===== src/memory_map_pkg.sv =====
// Package holding the memory map constants, size setting codes and register offsets.
package memory_map_pkg;

    // ----------------------------------------------------------------
    // Address space and flash organisation
    // ----------------------------------------------------------------
    localparam int ADDR_W = 16;
    localparam int BLOCK_SHIFT = 10;
    localparam logic [15:0] VECTOR_LAST = 16'h003F;
    localparam logic [15:0] OPTION_FIRST = 16'h0080;
    localparam logic [15:0] OPTION_LAST = 16'h0084;
    localparam logic [15:0] SECURITY_ID_FIRST = 16'h0085;
    localparam logic [15:0] SECURITY_ID_LAST = 16'h008E;
    localparam logic [15:0] CLUSTER_SIZE = 16'h1000;
    localparam logic [15:0] BOOT_CLUSTER0_LAST = 16'h0FFF;
    localparam logic [15:0] CONVERTER_REG_LO = 16'hFA26;
    localparam logic [15:0] CONVERTER_REG_HI = 16'hFA27;
    localparam logic [15:0] CONVERTER_HOLE_FIRST = 16'hFA20;
    localparam logic [15:0] CONVERTER_HOLE_LAST = 16'hFA2F;

    // ----------------------------------------------------------------
    // Size setting codes and reset values
    // ----------------------------------------------------------------
    localparam logic [7:0] MEMORY_SIZE_RESET = 8'hCF;
    localparam logic [7:0] EXPANSION_SIZE_RESET = 8'h0C;
    localparam logic [7:0] MEMORY_SIZE_16K = 8'h04;
    localparam logic [7:0] MEMORY_SIZE_24K = 8'hC6;
    localparam logic [7:0] MEMORY_SIZE_32K = 8'hC8;
    localparam logic [7:0] MEMORY_SIZE_48K = 8'hCC;
    localparam logic [7:0] MEMORY_SIZE_60K = 8'hCF;
    localparam logic [7:0] EXPANSION_NONE = 8'h0C;
    localparam logic [7:0] EXPANSION_1K = 8'h0A;
    localparam logic [15:0] ROM_END_16K = 16'h3FFF;
    localparam logic [15:0] ROM_END_24K = 16'h5FFF;
    localparam logic [15:0] ROM_END_32K = 16'h7FFF;
    localparam logic [15:0] ROM_END_48K = 16'hBFFF;
    localparam logic [15:0] ROM_END_60K = 16'hEFFF;
    localparam logic [15:0] HSRAM_END = 16'hFEFF;
    localparam logic [15:0] HSRAM_FIRST_768 = 16'hFC00;
    localparam logic [15:0] HSRAM_FIRST_1K = 16'hFB00;
    localparam logic [15:0] EXPRAM_FIRST = 16'hF000;
    localparam logic [15:0] EXPRAM_LAST = 16'hF3FF;
    localparam logic [15:0] SFR_FIRST = 16'hFF00;

    // ----------------------------------------------------------------
    // Register offsets (byte addresses on the bus)
    // ----------------------------------------------------------------
    localparam logic [7:0] REG_MEMORY_SIZE = 8'h00;
    localparam logic [7:0] REG_EXPANSION_SIZE = 8'h04;
    localparam logic [7:0] REG_SECURITY = 8'h08;
    localparam logic [7:0] REG_STATUS = 8'h0C;
    localparam int SEC_BLOCK_BIT = 0;
    localparam int SEC_SWAP_BIT = 1;
    localparam int SEC_SIGMA_BIT = 2;

    // Region codes reported for the decoded address.
    typedef enum logic [2:0] {
        REGION_NONE,
        REGION_ROM,
        REGION_HSRAM,
        REGION_EXPRAM,
        REGION_SFR,
        REGION_CONVERTER
    } region_e;

endpackage : memory_map_pkg


===== src/memory_space_size_config.sv =====
// Memory space decoder with size settings, boot swap mapping and cluster 0 write guard.
//
// The Wishbone interface to the registers and the register addresses were chosen for this implementation.
module memory_space_size_config (
    input wire logic core_clk,
    input wire logic rstn,
    input wire logic [31:0] wb_adr_i,
    input wire logic [31:0] wb_dat_i,
    output logic [31:0] wb_dat_o,
    input wire logic wb_we_i,
    input wire logic [3:0] wb_sel_i,
    input wire logic wb_stb_i,
    input wire logic wb_cyc_i,
    output logic wb_ack_o,
    input wire logic [15:0] cpu_addr,
    input wire logic cpu_write,
    input wire logic vector_fetch,
    input wire logic [7:0] mem_rdata,
    output logic [15:0] mem_addr,
    output logic [2:0] region,
    output logic [5:0] flash_block,
    output logic in_vector_table,
    output logic write_allowed,
    output logic write_refused,
    output logic [15:0] vector_value,
    output logic vector_valid
);

    // ----------------------------------------------------------------
    // Helper functions
    // ----------------------------------------------------------------

    // Last ROM address for a memory size code; unknown codes fall back to the 60 KB map.
    function automatic logic [15:0] rom_end(input logic [7:0] code);
        logic [15:0] result;
        result = memory_map_pkg::ROM_END_60K;
        if (code == memory_map_pkg::MEMORY_SIZE_16K) begin
            result = memory_map_pkg::ROM_END_16K;
        end else if (code == memory_map_pkg::MEMORY_SIZE_24K) begin
            result = memory_map_pkg::ROM_END_24K;
        end else if (code == memory_map_pkg::MEMORY_SIZE_32K) begin
            result = memory_map_pkg::ROM_END_32K;
        end else if (code == memory_map_pkg::MEMORY_SIZE_48K) begin
            result = memory_map_pkg::ROM_END_48K;
        end
        return result;
    endfunction : rom_end

    // True when an address falls inside an inclusive range.
    function automatic logic in_range(input logic [15:0] a, input logic [15:0] lo,
                                      input logic [15:0] hi);
        return (a >= lo) && (a <= hi);
    endfunction : in_range

    // ----------------------------------------------------------------
    // Register state
    // ----------------------------------------------------------------
    logic [7:0] memory_size_select;
    logic [7:0] expansion_ram_size_select;
    logic [2:0] security;
    logic wb_ack_q;
    logic [31:0] rdata_q;
    logic [7:0] next_memory_size_select;
    logic [7:0] next_expansion_ram_size_select;
    logic [2:0] next_security;
    logic next_ack;
    logic [31:0] next_rdata;
    logic bus_req;
    logic [7:0] reg_off;
    logic write_refused_sticky;

    assign bus_req = wb_cyc_i && wb_stb_i && !wb_ack_q;
    assign reg_off = wb_adr_i[7:0];

    // Bus slave next state; one wait state keeps the read data registered.
    always_comb begin
        next_memory_size_select = memory_size_select;
        next_expansion_ram_size_select = expansion_ram_size_select;
        next_security = security;
        next_ack = bus_req;
        next_rdata = 32'h0000_0000;
        if (bus_req && wb_we_i && wb_sel_i[0]) begin
            if (reg_off == memory_map_pkg::REG_MEMORY_SIZE) begin
                next_memory_size_select = wb_dat_i[7:0];
            end else if (reg_off == memory_map_pkg::REG_EXPANSION_SIZE) begin
                next_expansion_ram_size_select = wb_dat_i[7:0];
            end else if (reg_off == memory_map_pkg::REG_SECURITY) begin
                next_security = wb_dat_i[2:0];
            end
        end
        if (bus_req && !wb_we_i) begin
            if (reg_off == memory_map_pkg::REG_MEMORY_SIZE) begin
                next_rdata = {24'h00_0000, memory_size_select};
            end else if (reg_off == memory_map_pkg::REG_EXPANSION_SIZE) begin
                next_rdata = {24'h00_0000, expansion_ram_size_select};
            end else if (reg_off == memory_map_pkg::REG_SECURITY) begin
                next_rdata = {29'h0000_0000, security};
            end else if (reg_off == memory_map_pkg::REG_STATUS) begin
                next_rdata = {4'h0, write_refused_sticky, vector_valid, in_vector_table,
                              region, flash_block, mem_addr};
            end
        end
    end

    // Register the bus state; unmapped addresses ack and read zero.
    always_ff @(posedge core_clk or negedge rstn) begin
        if (!rstn) begin
            memory_size_select <= memory_map_pkg::MEMORY_SIZE_RESET;
            expansion_ram_size_select <= memory_map_pkg::EXPANSION_SIZE_RESET;
            security <= 3'h0;
            wb_ack_q <= 1'b0;
            rdata_q <= 32'h0000_0000;
        end else begin
            memory_size_select <= next_memory_size_select;
            expansion_ram_size_select <= next_expansion_ram_size_select;
            security <= next_security;
            wb_ack_q <= next_ack;
            rdata_q <= next_rdata;
        end
    end

    assign wb_ack_o = wb_ack_q;
    assign wb_dat_o = rdata_q;

    // ----------------------------------------------------------------
    // Address decode
    // ----------------------------------------------------------------
    logic [15:0] next_mem_addr;
    logic [2:0] next_region;
    logic [5:0] next_block;
    logic next_in_vector;
    logic next_allowed;
    logic next_refused;
    logic boot_block_area;
    logic [15:0] hsram_first;
    logic expansion_on;

    // The full 16-bit address is always decoded; addresses outside every enabled region report REGION_NONE.
    always_comb begin
        boot_block_area = 1'b0;
        expansion_on = (expansion_ram_size_select == memory_map_pkg::EXPANSION_1K);
        hsram_first = (memory_size_select == memory_map_pkg::MEMORY_SIZE_16K) ?
                      memory_map_pkg::HSRAM_FIRST_768 : memory_map_pkg::HSRAM_FIRST_1K;
        next_mem_addr = cpu_addr;
        // option byte copy in the other cluster
        if (security[memory_map_pkg::SEC_SWAP_BIT] &&
            in_range(cpu_addr, memory_map_pkg::OPTION_FIRST, memory_map_pkg::OPTION_LAST)) begin
            next_mem_addr = cpu_addr + memory_map_pkg::CLUSTER_SIZE;
            boot_block_area = 1'b1;
        end
        // security ID copy in the other cluster
        if (security[memory_map_pkg::SEC_SWAP_BIT] &&
            in_range(cpu_addr, memory_map_pkg::SECURITY_ID_FIRST,
                     memory_map_pkg::SECURITY_ID_LAST)) begin
            next_mem_addr = cpu_addr + memory_map_pkg::CLUSTER_SIZE;
            boot_block_area = 1'b1;
        end
        next_region = memory_map_pkg::REGION_NONE;
        if (cpu_addr <= rom_end(memory_size_select)) begin
            next_region = memory_map_pkg::REGION_ROM;
        end else if (expansion_on && in_range(cpu_addr, memory_map_pkg::EXPRAM_FIRST,
                                              memory_map_pkg::EXPRAM_LAST)) begin
            next_region = memory_map_pkg::REGION_EXPRAM;
        end else if (security[memory_map_pkg::SEC_SIGMA_BIT] &&
                     in_range(cpu_addr, memory_map_pkg::CONVERTER_REG_LO,
                              memory_map_pkg::CONVERTER_REG_HI)) begin
            next_region = memory_map_pkg::REGION_CONVERTER;
        end else if (in_range(cpu_addr, memory_map_pkg::CONVERTER_HOLE_FIRST,
                              memory_map_pkg::CONVERTER_HOLE_LAST) &&
                     security[memory_map_pkg::SEC_SIGMA_BIT]) begin
            next_region = memory_map_pkg::REGION_NONE;
        end else if (in_range(cpu_addr, hsram_first, memory_map_pkg::HSRAM_END)) begin
            next_region = memory_map_pkg::REGION_HSRAM;
        end else if (cpu_addr >= memory_map_pkg::SFR_FIRST) begin
            next_region = memory_map_pkg::REGION_SFR;
        end
        // 1 KB blocks; block is address over 1024
        next_block = 6'(next_mem_addr >> memory_map_pkg::BLOCK_SHIFT);
        next_in_vector = (cpu_addr <= memory_map_pkg::VECTOR_LAST);
        next_refused = cpu_write && security[memory_map_pkg::SEC_BLOCK_BIT] &&
                       (boot_block_area || next_mem_addr <= memory_map_pkg::BOOT_CLUSTER0_LAST);
        next_allowed = cpu_write && !next_refused && (next_region != memory_map_pkg::REGION_NONE);
    end

    // Decoded outputs are registered, so they follow cpu_addr by one cycle.
    always_ff @(posedge core_clk or negedge rstn) begin
        if (!rstn) begin
            mem_addr <= 16'h0000;
            region <= 3'h0;
            flash_block <= 6'h00;
            in_vector_table <= 1'b0;
            write_allowed <= 1'b0;
            write_refused <= 1'b0;
        end else begin
            mem_addr <= next_mem_addr;
            region <= next_region;
            flash_block <= next_block;
            in_vector_table <= next_in_vector;
            write_allowed <= next_allowed;
            write_refused <= next_refused;
        end
    end

    // ----------------------------------------------------------------
    // Vector assembly and refused-write history
    // ----------------------------------------------------------------
    typedef enum logic [1:0] {
        VEC_IDLE,
        VEC_LOW,
        VEC_HIGH
    } vec_state_e;

    vec_state_e vec_state;
    vec_state_e next_vec_state;
    logic [15:0] next_vector_value;
    logic next_vector_valid;
    logic next_sticky;

    // Low byte arrives one cycle after the even address, high byte one cycle after that.
    always_comb begin
        next_vec_state = vec_state;
        next_vector_value = vector_value;
        next_vector_valid = 1'b0;
        // Set beats clear: a refusal in the cycle of a status read is kept.
        next_sticky = write_refused || (write_refused_sticky &&
                      !(bus_req && !wb_we_i && reg_off == memory_map_pkg::REG_STATUS));
        case (vec_state)
            VEC_IDLE: begin
                if (vector_fetch && !cpu_addr[0]) begin
                    next_vec_state = VEC_LOW;
                end
            end
            VEC_LOW: begin
                next_vector_value = {vector_value[15:8], mem_rdata};
                next_vec_state = VEC_HIGH;
            end
            VEC_HIGH: begin
                next_vector_value = {mem_rdata, vector_value[7:0]};
                next_vector_valid = 1'b1;
                next_vec_state = VEC_IDLE;
            end
            default: begin
                next_vec_state = VEC_IDLE;
            end
        endcase
    end

    // Register vector assembly state.
    always_ff @(posedge core_clk or negedge rstn) begin
        if (!rstn) begin
            vec_state <= VEC_IDLE;
            vector_value <= 16'h0000;
            vector_valid <= 1'b0;
            write_refused_sticky <= 1'b0;
        end else begin
            vec_state <= next_vec_state;
            vector_value <= next_vector_value;
            vector_valid <= next_vector_valid;
            write_refused_sticky <= next_sticky;
        end
    end

endmodule : memory_space_size_config


===== config.mk =====
export PLATFORM = sky130hd
export DESIGN_NAME = memory_space_size_config
export DESIGN_NICKNAME = d
export VERILOG_FILES = /design/src/memory_map_pkg.sv /design/src/memory_space_size_config.sv
export SDC_FILE = /design/constraint.sdc
export NUM_CORES = 1
export LEC_CHECK = 0
export BUFFER_PORTS_ARGS = -buffer_cell sky130_fd_sc_hd__buf_2
export CAP_MARGIN = 20
export CORE_MARGIN = 2
export CORE_UTILIZATION = 47
export DETAILED_ROUTE_END_ITERATION = 16
export MAX_ROUTING_LAYER = met4
export PLACE_DENSITY = 0.85
export REMOVE_ABC_BUFFERS = 1
export SKIP_CTS_REPAIR_TIMING = 1
export SYNTH_ARGS = -nofsm -noshare
export SYNTH_HDL_FRONTEND = slang
export SYNTH_SLANG_ARGS = --single-unit

===== constraint.sdc =====
create_clock -name core_clk -period 2.9 [get_ports core_clk]
set_clock_uncertainty 0.05 [all_clocks]
set_input_delay 0.58 -clock core_clk [delete_from_list [all_inputs] [get_ports core_clk]]
set_output_delay 0.58 -clock core_clk [all_outputs]
set_load 0.01 [all_outputs]

Yosys cells after proc, flatten, opt, wreduce, memory -nomap -nowiden
Cells that the tools add are included.
Operators by class
  muxes and demuxes: 24
  order comparisons: 16
  add/sub/neg operators: 1
  eq/ne operators: 11
  reduce and logical (&&, ||, !) cells: 38
  bitwise gates (word level): 4
Operators with widths (count)
  28-bit 2-to-1 mux: 5
  16-bit 2-to-1 mux: 5
  16-bit greater-or-equal comparator, second input constant: 4
  16-bit less-or-equal comparator, second input constant: 4
  16-bit by 8-bit greater-or-equal comparator with 1-bit output, second input constant: 2
  16-bit by 8-bit less-or-equal comparator with 1-bit output, second input constant: 2
  16-bit case mux with 2 select lines: 1
  8-bit by 4-bit == test with 1-bit output, second input constant: 3
  8-bit == test, second input constant: 3
  1-bit logical AND: 23
  3-bit 2-to-1 mux: 6
  16-bit by 13-bit adder with 16-bit output, second input constant: 1
  8-bit by 3-bit == test with 1-bit output, second input constant: 2
  16-bit greater-or-equal comparator: 1
  16-bit by 12-bit less-or-equal comparator with 1-bit output, second input constant: 1
  16-bit less-or-equal comparator: 1
  16-bit by 6-bit less-or-equal comparator with 1-bit output, second input constant: 1
  15-bit 2-to-1 mux: 1
  11-bit 2-to-1 mux: 1
  8-bit logical NOT: 1
  2-bit AND reduction: 3
  1-bit logical NOT: 5
  1-bit inverter: 4
  2-bit case mux with 2 select lines: 1
  other kinds (10): 13
Storage, ports and cells
  register bits: 100
  output and inout port bits: 78
  bits of input ports: 99
  word-level logic and storage cells: 110

Longest topological paths before layout
Gate-level depths: netlist of run 1.
  word-level depth: 11
  depth in mapped cells: 11
  mapped depth without buffers: 11

Least setup slack after synthesis of run 1
OpenSTA, ideal clock, no wires.
  path type: input port to flip-flop
  start: in cpu_addr[12]
  end: reg flash_block[3]
  required time: 2722 ps
  path slack: 527 ps
  setup time: 128 ps
  stages on the path: 7
  arrival time: 2195 ps
  buffers on the path: 0
  path through: inv_1 > ha_1 > or4bb_1 > a211oi_1 > o2bb2ai_1 > o21ai_2 > mux2_1
On the way
  longest elaborated chain between the ends: 5
  elaborated cells between the ends (all ways): 11
  classes of those cells: add/sub (1); order compare (4); mux (2); reduce/logical (4)
RTL lines
  from (decl): line memory_space_size_config.sv:15  | input wire logic [15:0] cpu_addr,
  16-bit by 8-bit greater-or-equal comparator with 1-bit output / 16-bit by 8-bit less-or-equal comparator with 1-bit output (equally long branches): line memory_space_size_config.sv:52  | return (a >= lo) && (a <= hi);
  1-bit logical AND: line memory_space_size_config.sv:52
  1-bit logical AND: line memory_space_size_config.sv:146  | if (security[memory_map_pkg::SEC_SWAP_BIT] &&
  16-bit 2-to-1 mux: line memory_space_size_config.sv:146
  16-bit 2-to-1 mux *: line memory_space_size_config.sv:152  | if (security[memory_map_pkg::SEC_SWAP_BIT] &&
  via next_mem_addr[13]: line memory_space_size_config.sv:128  | logic [15:0] next_mem_addr;
  to (signal assigned): line memory_space_size_config.sv:197  | flash_block <= next_block;
  to (decl): line memory_space_size_config.sv:21  | output logic [5:0] flash_block,
Mark *: on every way through the listed nets, which the timed path passes. The rest lies on a longest branch.
A chain may end at the register's enable or synchronous reset.

Final worst setup path of run 1
  start: reg memory_size_select[0]
  end: reg write_allowed
On the way
  longest elaborated chain between the ends: 11
  elaborated cells between the ends (all ways): 19
  classes of those cells: order compare (2); eq/ne (4); mux (10); reduce/logical (3)
RTL lines
  from (decl): line memory_space_size_config.sv:58  | logic [7:0] memory_size_select;
  from (signal assigned): line memory_space_size_config.sv:108  | memory_size_select <= memory_map_pkg::MEMORY_SIZE_RESET;
  from (signal assigned): line memory_space_size_config.sv:114  | memory_size_select <= next_memory_size_select;
  8-bit by 3-bit == test with 1-bit output: line memory_space_size_config.sv:37, memory_space_size_config.sv:142
  11-bit 2-to-1 mux: line memory_space_size_config.sv:142  | hsram_first = (memory_size_select == memory_map_pkg::MEMORY_SIZE_16K) ?
  16-bit greater-or-equal comparator: line memory_space_size_config.sv:52
  1-bit logical AND: line memory_space_size_config.sv:52
  3-bit 2-to-1 mux: line memory_space_size_config.sv:172  | end else if (in_range(cpu_addr, hsram_first, memory_map_pkg::HSRAM_END)) begin
  3-bit 2-to-1 mux: line memory_space_size_config.sv:168  | end else if (in_range(cpu_addr, memory_map_pkg::CONVERTER_HOLE_FIRST,
  3-bit 2-to-1 mux: line memory_space_size_config.sv:164  | end else if (security[memory_map_pkg::SEC_SIGMA_BIT] &&
  3-bit 2-to-1 mux: line memory_space_size_config.sv:161  | end else if (expansion_on && in_range(cpu_addr, memory_map_pkg::EXPRAM_FIRST,
  3-bit 2-to-1 mux *: line memory_space_size_config.sv:159  | if (cpu_addr <= rom_end(memory_size_select)) begin
  3-bit nonzero test *: line memory_space_size_config.sv:182  | next_allowed = cpu_write && !next_refused && (next_region != memory_map_pkg::REGION_NONE);
  1-bit logical AND *: line memory_space_size_config.sv:182
  via next_allowed: line memory_space_size_config.sv:132  | logic next_allowed;
  to (signal assigned): line memory_space_size_config.sv:199  | write_allowed <= next_allowed;
  to (decl): line memory_space_size_config.sv:23  | output logic write_allowed,
Marks and branches as above.

==> key figures, run 1 <==
Power and ir drop
  • Seq pwr share: 0.522
  • Cell-internal power: 1.85 mW
  • Pleak: 2.35 nW
  • PwrDens: 528 nW/um^2
  • Clock power share: 0.340
  • Sw Share: 0.252
  • VDD IR max: 234 uV
  • Comb pwr share: 0.138
  • Sw power: 622 uW

Routing
  • WL final: 8640 microns
  • TritonRoute pass-1 iters: 4
  • WL/cell: 16.1 microns
  • Starting DRT DRC Count: 172
  • Via/cell ratio: 5.40
  • DRC errors left: 0
  • Via count: 2,903
  • ANT nets after route: 0

Clocking
  • Root Driver: clkbuf_8
  • Clock Latency Late Sink: 0.35 ns
  • Htree depth: 3
  • Clk buf depth: 2
  • Total CTS buffers: 9
  • CTS tree: yes
  • Clk pin slew, worst setup/hold paths: 0.08 ns
  • Sink Count: 84

Global route
  • Number of global-route vias before repair: 2,932
  • Initial antenna violation count: 0
  • GRT overflow: 0
  • Largest net degree at the start of global routing: 85
  • First-pass GRT wire length: 13,700 microns
  • GRT Resource Usage Total: 0.207

Worst setup path
  • Crit path max fanout: 4
  • Arrival @ worst endpoint: 2.86 ns
  • Reg2reg end: write_allowed
  • RR Startpoint: memory_size_select[0]
  • WP data required: 3.10 ns
  • Reg2Reg Setup Slack: 0.24 ns
  • Crit path capture type: flop
  • Reg2Reg Depth: 9
  • Critical path class: reg2reg
  • CP startpoint kind: flop

STA
  • Final hold vios: 0
  • Final min period: 2.66 ns
  • Crit share post-route: 0.917
  • FMAX: 376 MHz
  • Slew Limit Fails: 0
  • Worst-Margin Slew: 0.643 ns
  • Setup TNS: 0 ns
  • Slew margin rel.: 0.569
  • Final setup violation count: 0
  • Unrepaired setup endpoints after global routing: no

Synthesis
  • Ys Warns: 0
  • Share of the synthesized area in the top cell type: 0.497
  • Mapped Area: 3830 sq um
  • Synth async-reset ratio: 1.00
  • Number of synthesized flops with an enable pin: 0
  • Top_reg_cell synth: dfrtp_1
  • Synth unique cells: 52
  • Post-synthesis cell count: 316
  • Dominant cell by count in the synthesized netlist: dfrtp_1
  • Largest area contributor in the synthesized netlist: dfrtp_1
  • Post-synth top cells: dfrtp_1 (76), mux2_2 (35), nor2_1 (23), buf_4 (16), and2_1 (14)
  • Sequential fraction of the synthesis area: 0.552
  • Syn avg cell area: 12.1 sq um
  • Synth top area cells: dfrtp_1 (50%), mux2_2 (10%), dfstp_2 (5.5%), ha_1 (3.3%), buf_4 (3.1%)
  • #FFs+latches synth: 84

Floorplan
  • Die Y: 94.2 microns
  • Total core area: 7810 sq um
  • Die Area: 8880 sq um
  • Cell row count: 32
  • Die X: 94.2 microns
  • Initial Util: 0.490
  • IO Pins: 177

Final layout
  • Area of the multi-input gates: 1530 sq um
  • Fillers: 647
  • Utilization after layout: 0.599
  • Area Overhead vs Synth: 22.3%
  • Nets: 540
  • Ant. Diodes: 0
  • FF/Latch Area: 2110 sq um
  • Layout cells sized above 1: 0.429

Hold path
  • Path category of the worst min-delay check: in2reg
  • Hold Crit Start: cpu_addr[1]
  • WHS Endpoint: mem_addr[1]
  • Worst hold path stage count: 1

Place
  • Buffers on Ports: 121
  • Final Wtd Congestion: 0.926
  • DP HPWL: 6500 microns

Run
  • Max-cap violations: 0

Status
  • Run status: finished, final reports clean
worst max-delay path, stage by stage, from the launching register on:
cell and delay (ns):
dfstp_2 0.38, or3_1 0.45, nor2_1 0.16, nand3_1 0.16
ha_1 0.33, and3_1 0.15, nand3_1 0.07, a311oi_1 0.44
nor3_1 0.13, a221oi_1 0.24
metrics by stage:
step                      hold slack [ns]  power (mW)  instances  instance area [sq um]  setup slack (ns)
after floorplan                     0.234        1.45        295                   3690             0.527
after global placement              0.383        1.63        520                   4440             0.131
after detailed placement            0.408        1.65        520                   4440             0.150
after CTS                           0.355        2.49        536                   4640             0.225
after global routing                0.362        2.58        538                   4680            0.0257
final                               0.378        2.47        538                   4680             0.240
cell type report:
type / instances / area share
sequential: 84 / 0.451
tap: 102 / 0.0273
inverter: 11 / 0.00882
clock inverter: 3 / 0.00963
timing repair buffer: 125 / 0.141
multi-input combinational: 200 / 0.328
clock buffer: 13 / 0.0340
sequential cells by signal, summed over array words and instances, names as in the netlist, 2 cells and up:
register	flops
wb_dat_o	22
vector_value	16
mem_addr	10
expansion_ram_size_select	8
memory_size_select	8
flash_block	6
region	3
security	3
vec_state	2
cell families (layout without fill, tap and decap cells):
logic type                 count (synthesis)  after routing  synth area share
AOI/OAI and AO/OA                         39             39            0.0719
xor gates and xnor gates                   1              1           0.00229
adders and majority gates                 10             10            0.0327
buffers and inverters                     35            152            0.0503
DFF                                       84             84             0.552
muxes                                     47             47             0.135
other                                      1              4          0.000980
and+or+nand+nor                           99             99             0.155
layout by cell type (no fill, tap or decap), types with 3 or more instances in the layout:
cell type  synthesis  routed
nand2_1            6       6
nand4_1            6       6
buf_2              1     120
a31oi_1            5       5
a21o_1             3       3
nand2b_1           4       4
a221oi_1           4       4
nor3_1             5       5
dfstp_2            8       8
o21ai_0            5       5
o21a_1             4       4
nor2b_1            5       5
inv_1             11      11
mux2_2            35      35
ha_1              10      10
nand3_1            9       9
nor2_1            23      23
nor4_1             6       6
a21oi_1            7       7
dfrtp_1           76      76
mux2i_1           11      11
and2_1            14      14
or3_1              4       4
conb_1             1       4
buf_4             16       3
clkbuf_8           0      11
worst max-delay path by stage:
stage	start	end	slack [ns]	cells after the start
after detailed placement	cpu_addr[12]	flash_block[3]	0.15	8
final	memory_size_select[0]	write_allowed	0.24	9
after global placement	cpu_addr[12]	flash_block[3]	0.13	8
after global routing	memory_size_select[5]	write_allowed	0.03	9
after CTS	memory_size_select[0]	write_allowed	0.23	9
after floorplan	cpu_addr[12]	flash_block[3]	0.53	7
power groups by stage:
stage                     Combinational (mW)  Sequential, mW  Clock [mW]
final                                  0.341            1.29       0.841
after detailed placement               0.338            1.31           0
after global routing                   0.372            1.30       0.909
after global placement                 0.327            1.31           0
after CTS                              0.339            1.29       0.862
after floorplan                        0.107            1.35           0
routing by layer:
layer | global-route usage | routed length, microns
met5 | - | 0
met4 | 0.104 | 248
met3 | 0.0321 | 414
met2 | 0.343 | 4520
met1 | 0.246 | 3460
Power figures use the tool's default switching activity.
==> inputs of run 2 (changes only) <==
ABC_AREA = 1   (was unset)
CORE_UTILIZATION = 48   (was 47)
PLACE_DENSITY = 0.86   (was 0.85)
==> run 2 against run 1 <==
Synthesized area up 7.2%. First-iteration DRC count grew 36%. Worst hold slack lost 0.20 ns. Die area up 4.7%. Via count rose by 19%. Sequential share of layout area fell by 2.3 points.
==> key figures, run 2 <==
Worst setup path
  • Arrival @ worst endpoint: 2.80 ns (-0.06 ns)
  • WP data required: 3.13 ns (+0.03 ns)
  • CP startpoint kind: flop
  • Crit path max fanout: 5 (+1)
  • Critical path class: reg2reg
  • Crit path capture type: flop

Power and ir drop
  • VDD IR max: 218 uV (-6.9%)
  • PwrDens: 524 nW/um^2 (-0.69%)
  • Pleak: 2.77 nW (+18%)
  • Overall Power: 2.58 mW (+4.6%)

Global route
  • GRT Resource Usage Total: 0.218 (+0.0107)
  • GRT overflow: 0 (unchanged)
  • Number of global-route vias before repair: 3,231 (+10%)
  • First-pass GRT wire length: 15,000 microns (+9.1%)
  • Initial antenna violation count: 0 (unchanged)
  • Largest net degree at the start of global routing: 50 (-41%)

Final layout
  • Fin cells: 697 (+30%)
  • Fin area: 4930 sq um (+5.3%)
  • Commonest non-fill, non-tap cells in the layout: buf_2 (120), nand2_1 (109), inv_1 (76), dfrtp_1 (76), nor2_1 (34)
  • Ant. Diodes: 0 (unchanged)
  • Largest register FFs: 22 (unchanged)
  • Utilization after layout: 0.597 (-0.00269)
  • Nets: 697 (+29%)
  • Fillers: 740 (+14%)
  • Layout cells sized above 1: 0.306 (-0.123)
  • Area Overhead vs Synth: 20.1%
  • Commonest non-fill, non-tap cell in the layout: buf_2

Hold path
  • Path category of the worst min-delay check: in2async

Routing
  • DRC errors left: 0 (unchanged)
  • WL/cell: 13.6 microns (-15%)
  • Via count: 3,460 (+19%)
  • Starting DRT DRC Count: 234 (+36%)
  • Via/cell ratio: 4.96 (-8.0%)
  • ANT nets after route: 0 (unchanged)
  • TritonRoute pass-1 iters: 5 (+1)
  • WL final: 9510 microns (+10%)

Clocking
  • CTS tree: yes
  • Root Driver: clkbuf_8
  • Total CTS buffers: 9 (unchanged)
  • Clk pin slew, worst setup/hold paths: 0.08 ns (about the same)
  • Htree depth: 3 (unchanged)
  • Clock Latency Late Sink: 0.36 ns (about the same)
  • Clk buf depth: 2 (unchanged)
  • Sink Count: 84 (unchanged)

Synthesis
  • #FFs+latches synth: 84 (unchanged)
  • Post-synthesis simple-gate area fraction: 0.246 (+0.0909)
  • Xor/xnor share of the synthesized area: 0.00214 (-0.000153)
  • Post-synthesis cell count: 476 (+51%)
  • Sequential fraction of the synthesis area: 0.515 (-0.0369)
  • Post-synth top cells: nand2_1 (109), dfrtp_1 (76), inv_1 (76), nor2_1 (34), o21ai_0 (31)
  • Ys Warns: 0 (unchanged)
  • Syn avg cell area: 8.62 sq um (-29%)
  • Share of the synthesized area in the top cell type: 0.464 (-0.0332)
  • Number of synthesized flops with an enable pin: 0 (unchanged)
  • Synth top area cells: dfrtp_1 (46%), nand2_1 (10%), inv_1 (7.0%), dfstp_2 (5.1%), o21ai_0 (3.8%)
  • Synth async-reset ratio: 1.00 (unchanged)
  • Mapped Area: 4100 sq um (+7.2%)
  • Post-Synth Adder-Cell Area: 0.0305 (-0.00218)
  • Dominant cell by count in the synthesized netlist: nand2_1
  • Largest family of logic cells by synthesized area: simple AND/OR/NAND/NOR gates
  • Synth unique cells: 37 (-29%)
  • Multiplexer share of the synthesized area: 0 (-0.135)
  • Largest area contributor in the synthesized netlist: dfrtp_1
  • Top_reg_cell synth: dfrtp_1
  • Synth Area in Compound Gates: 0.0897 (+0.0178)

Status
  • Run status: finished, final reports clean

Floorplan
  • Initial Util: 0.497 (+0.00644)
  • Total core area: 8260 sq um (+5.8%)
  • IO Pins: 177 (unchanged)
  • Die X: 96.4 microns (+2.3%)
  • Die Y: 96.4 microns (+2.3%)
  • Cell row count: 33 (+3.1%)
  • Die Area: 9300 sq um (+4.7%)

Run
  • Max-cap violations: 0 (unchanged)

Place
  • Placed inst area: 4690 sq um (+5.7%)
  • Final Wtd Congestion: 0.923 (-0.37%)
  • Buffers on Ports: 121 (unchanged)
  • Placement Setup Slack: 0.435 ns (+0.286 ns)
  • Placed Cells incl. Taps: 682 (+31%)
  • DP HPWL: 7510 microns (+16%)

STA
  • FMAX: 390 MHz (+3.7%)
  • Worst Hold Slack: 0.176 ns (-0.202 ns)
  • Final setup violation count: 0 (unchanged)
  • Slew Limit Fails: 0 (unchanged)
  • Crit share post-route: 0.885 (-0.0326)
  • Unrepaired setup endpoints after global routing: no
  • Final min period: 2.57 ns (-0.0947 ns)
  • Final hold vios: 0 (unchanged)
  • Final WS setup: 0.334 ns (+0.0947 ns)
  • Slew margin rel.: 0.557 (-0.0124)
  • Setup TNS: 0 ns (unchanged)
  • Worst-Margin Slew: 0.660 ns (+0.0161 ns)
==> run 2: cell count changes after synthesis, sizes merged, moves of 5 or more <==
cell	previous run	this run
nand2	6	115
inv	11	78
mux2	36	0
o21ai	6	42
nor2	23	49
and2	14	0
nand3	9	21
mux2i	11	0
nand4	6	15
a21oi	7	12
nor2b	5	0
==> run 2: area by class of cell <==
class                      instances  area (sq um)  share of cell area
sequential                        84          2110               0.429
multi-input combinational        293          1530               0.310
timing repair buffer             122           628               0.127
inverter                          78           293              0.0594
tap                              105           131              0.0267
clock buffer                       9           124              0.0251
clock inverter                     6           113              0.0229
==> run 2: path summary, 6_finish.rpt <==
check	start	end	slack [ns]	cells after the start
hold / removal	rstn	wb_dat_o[20]	0.18	1
hold reg to reg	wb_ack_o	wb_ack_o	0.38	1
setup / recovery	memory_size_select[2]	write_allowed	0.33	12
min in group core_clk	cpu_addr[8]	mem_addr[8]	0.34	1
setup reg to reg	memory_size_select[2]	write_allowed	0.33	12
max in group asynchronous	rstn	expansion_ram_size_select[2]	1.94	2
==> run 2: cell families after synthesis <==
family,count (synthesis)
buffers and inverters,102
DFF,84
other,1
xor gates and xnor gates,1
and+or+nand+nor,216
AOI/OAI and AO/OA,62
adders and majority gates,10
==> run 2: layer usage <==
layer  vias to the layer above  routed length (microns)  share of wire  GRT usage
met2                       129                     4610           0.48      0.346
met3                        12                      642          0.067     0.0481
met1                      1607                     4130           0.43      0.283
met5                         -                        0              0          -
li1                       1712                        -              -          -
met4                         0                      129          0.014     0.0622
==> run 2: power breakdown <==
group / switching, mW / leakage [nW] / internal, mW
Combinational: 0.201 / 1.58 / 0.120
Sequential: 0.0391 / 1.07 / 1.24
Clock: 0.411 / 0.120 / 0.570
Total: 0.651 / 2.77 / 1.93
==> run 2: critical path: stages, from the launching register on <==
cell	delay, ns
dfstp_2	0.57
inv_1	0.07
nor2_1	0.14
nand4_1	0.28
nand3_1	0.23
nor2_1	0.06
ha_1	0.27
nand4_1	0.07
o21ai_0	0.33
inv_1	0.11
nand4_1	0.13
nand2_1	0.08
a21oi_2	0.11
==> inputs of run 3 (changes only) <==
CELL_PAD_IN_SITES_DETAIL_PLACEMENT = 1   (was unset)
CELL_PAD_IN_SITES_GLOBAL_PLACEMENT = 1   (was unset)
CORE_UTILIZATION = 34   (was 48)
PLACE_DENSITY = 0.85   (was 0.86)
TNS_END_PERCENT = 100   (was unset)
==> run 3 against run 2 <==
Utilization is 17 points lower. Routed wire length is 20% higher. Flip-flop and latch count did not move. Critical path type unchanged.
==> key figures, run 3 (same netlist as run 2, synthesis figures left out) <==
STA
  • Worst-Margin Slew: 0.646 ns (-0.0140 ns)
  • Final hold vios: 0 (unchanged)
  • Final min period: 2.47 ns (-0.0927 ns)
  • Setup TNS: 0 ns (unchanged)
  • Final setup violation count: 0 (unchanged)
  • Slew Limit Fails: 0 (unchanged)
  • Crit share post-route: 0.853 (-0.0320)
  • FMAX: 404 MHz (+3.7%)
  • Unrepaired setup endpoints after global routing: no
  • Slew margin rel.: 0.566 (+0.00938)

Global route
  • First-pass GRT wire length: 18,100 microns (+21%)
  • Number of global-route vias before repair: 3,655 (+13%)
  • Initial antenna violation count: 0 (unchanged)
  • GRT overflow: 0 (unchanged)
  • GRT Resource Usage Total: 0.185 (-0.0325)
  • Largest net degree at the start of global routing: 83 (+66%)

Final layout
  • Area Overhead vs Synth: 23.3%
  • Largest register FFs: 22 (unchanged)
  • Fillers: 1,448 (+96%)
  • Ant. Diodes: 0 (unchanged)
  • Commonest non-fill, non-tap cells in the layout: buf_2 (120), nand2_1 (109), inv_1 (76), dfrtp_1 (76), nor2_1 (34)
  • FF/Latch Area: 2110 sq um (unchanged)
  • Nets: 699 (+0.29%)
  • Layout cells sized above 1: 0.308 (+0.00182)
  • Commonest non-fill, non-tap cell in the layout: buf_2
  • Fin cells: 742 (+6.5%)
  • Area of the multi-input gates: 1530 sq um (unchanged)

Worst setup path
  • CP most frequent cell: nand4_1
  • CP max stage delay: 0.54 ns (-0.03 ns)
  • Worst path top cell family by delay: simple AND/OR/NAND/NOR gates
  • Critical path class: reg2reg
  • CP startpoint kind: flop
  • Reg2Reg Setup Slack: 0.43 ns (+0.09 ns)
  • Slowest cell on the critical path: dfstp_2
  • CP cell instances: inv_1 -> nor2_1 -> nand4_1 -> nand3_1 -> nor2_1 -> ha_1 -> nand4_1 -> o21ai_0 -> inv_1 -> nand4_1 -> nand2_1 -> a21oi_2
  • Crit path max fanout: 5 (unchanged)
  • Crit path capture type: flop
  • WP data required: 3.12 ns (about the same)
  • Arrival @ worst endpoint: 2.69 ns (-0.11 ns)
  • Bufs and invs on worst path: 2 (unchanged)

Routing
  • TritonRoute pass-1 iters: 4 (-1)
  • Starting DRT DRC Count: 249 (+6.4%)
  • ANT nets after route: 0 (unchanged)
  • Via/cell ratio: 4.79 (-3.4%)
  • WL final: 11,400 microns (+20%)
  • DRC errors left: 0 (unchanged)
  • WL/cell: 15.4 microns (+13%)
  • Via count: 3,557 (+2.8%)

Hold path
  • Path category of the worst min-delay check: in2async

Power and ir drop
  • PwrDens: 539 nW/um^2 (+2.7%)
  • VDD IR max: 207 uV (-5.2%)
  • Pleak: 2.80 nW (+1.3%)

Place
  • DP HPWL: 8810 microns (+17%)
  • Placed Cells incl. Taps: 725 (+6.3%)
  • Final Wtd Congestion: 0.883 (-4.3%)
  • Buffers on Ports: 121 (unchanged)

Floorplan
  • Initial Util: 0.344 (-0.152)
  • IO Pins: 177 (unchanged)
  • Die Area: 13,000 sq um (+39%)
  • Die Y: 114 microns (+18%)
  • Die X: 114 microns (+18%)
  • Cell row count: 40 (+21%)
  • Total core area: 11,900 sq um (+44%)

Clocking
  • Htree depth: 3 (unchanged)
  • Clock Latency Late Sink: 0.34 ns (-0.02 ns)
  • Clk buf depth: 2 (unchanged)
  • CTS tree: yes
  • Root Driver: clkbuf_16
  • Clk pin slew, worst setup/hold paths: 0.06 ns (-0.02 ns)
  • Sink Count: 84 (unchanged)
  • Total CTS buffers: 9 (unchanged)

Status
  • Run status: finished, final reports clean

Run
  • Max-cap violations: 0 (unchanged)
run 3: cell count changes in the layout (fill, tap and decap cells not counted), moves of 2 or more:
cell,change
buf_4,+2
bufinv_16,-3
clkbuf_16,+9
clkbuf_8,-6
run 3: worst register-to-register path, cell delays in order, from the launching register on:
cell	delay, ns
dfstp_2	0.54
inv_1	0.07
nor2_1	0.12
nand4_1	0.26
nand3_1	0.22
nor2_1	0.06
ha_1	0.27
nand4_1	0.08
o21ai_0	0.31
inv_1	0.10
nand4_1	0.13
nand2_1	0.08
a21oi_2	0.10
run 3: final timing paths:
path / start / end / depth (start not counted)
max: memory_size_select[2] / write_allowed / 12
min: rstn / wb_dat_o[8] / 1
max reg2reg: memory_size_select[2] / write_allowed / 12
min reg2reg: wb_ack_o / wb_ack_o / 1
max in group asynchronous: rstn / expansion_ram_size_select[2] / 3
min in group core_clk: cpu_addr[2] / mem_addr[2] / 1
run 3: layer usage:
metal,routed length [microns],up-vias,global-route usage
met1,5150,1723,0.240
li1,-,1712,-
met5,0,-,-
met4,184,0,0.0553
met2,5530,107,0.294
met3,553,15,0.0399
run 3: metrics by stage:
step                      worst slack, ns  power (mW)   util  hold slack [ns]  cell area [sq um]
after detailed placement            0.439        1.64  0.398            0.379               4740
after global placement              0.525        1.62  0.398            0.365               4740
final                               0.427        2.72  0.425           0.0225               5060
after CTS                           0.424        2.75  0.422            0.357               5030
after floorplan                     0.864        1.45      -            0.234               3930
after global routing                0.310        2.86  0.425          0.00936               5060
run 3: where the power goes:
group,internal (mW),switching (mW),total (mW)
registers,1.25,0.0422,1.29
clock network,0.651,0.455,1.11
logic,0.123,0.209,0.332
run 3: area by class of cell:
type / instances / area share
Clock buffer: 13 / 0.0534
Clock inverter: 3 / 0.00421
Inverter: 78 / 0.0579
Multi-Input combinational cell: 293 / 0.302
Sequential cell: 84 / 0.418
Tap cell: 147 / 0.0364
Timing Repair Buffer: 124 / 0.129
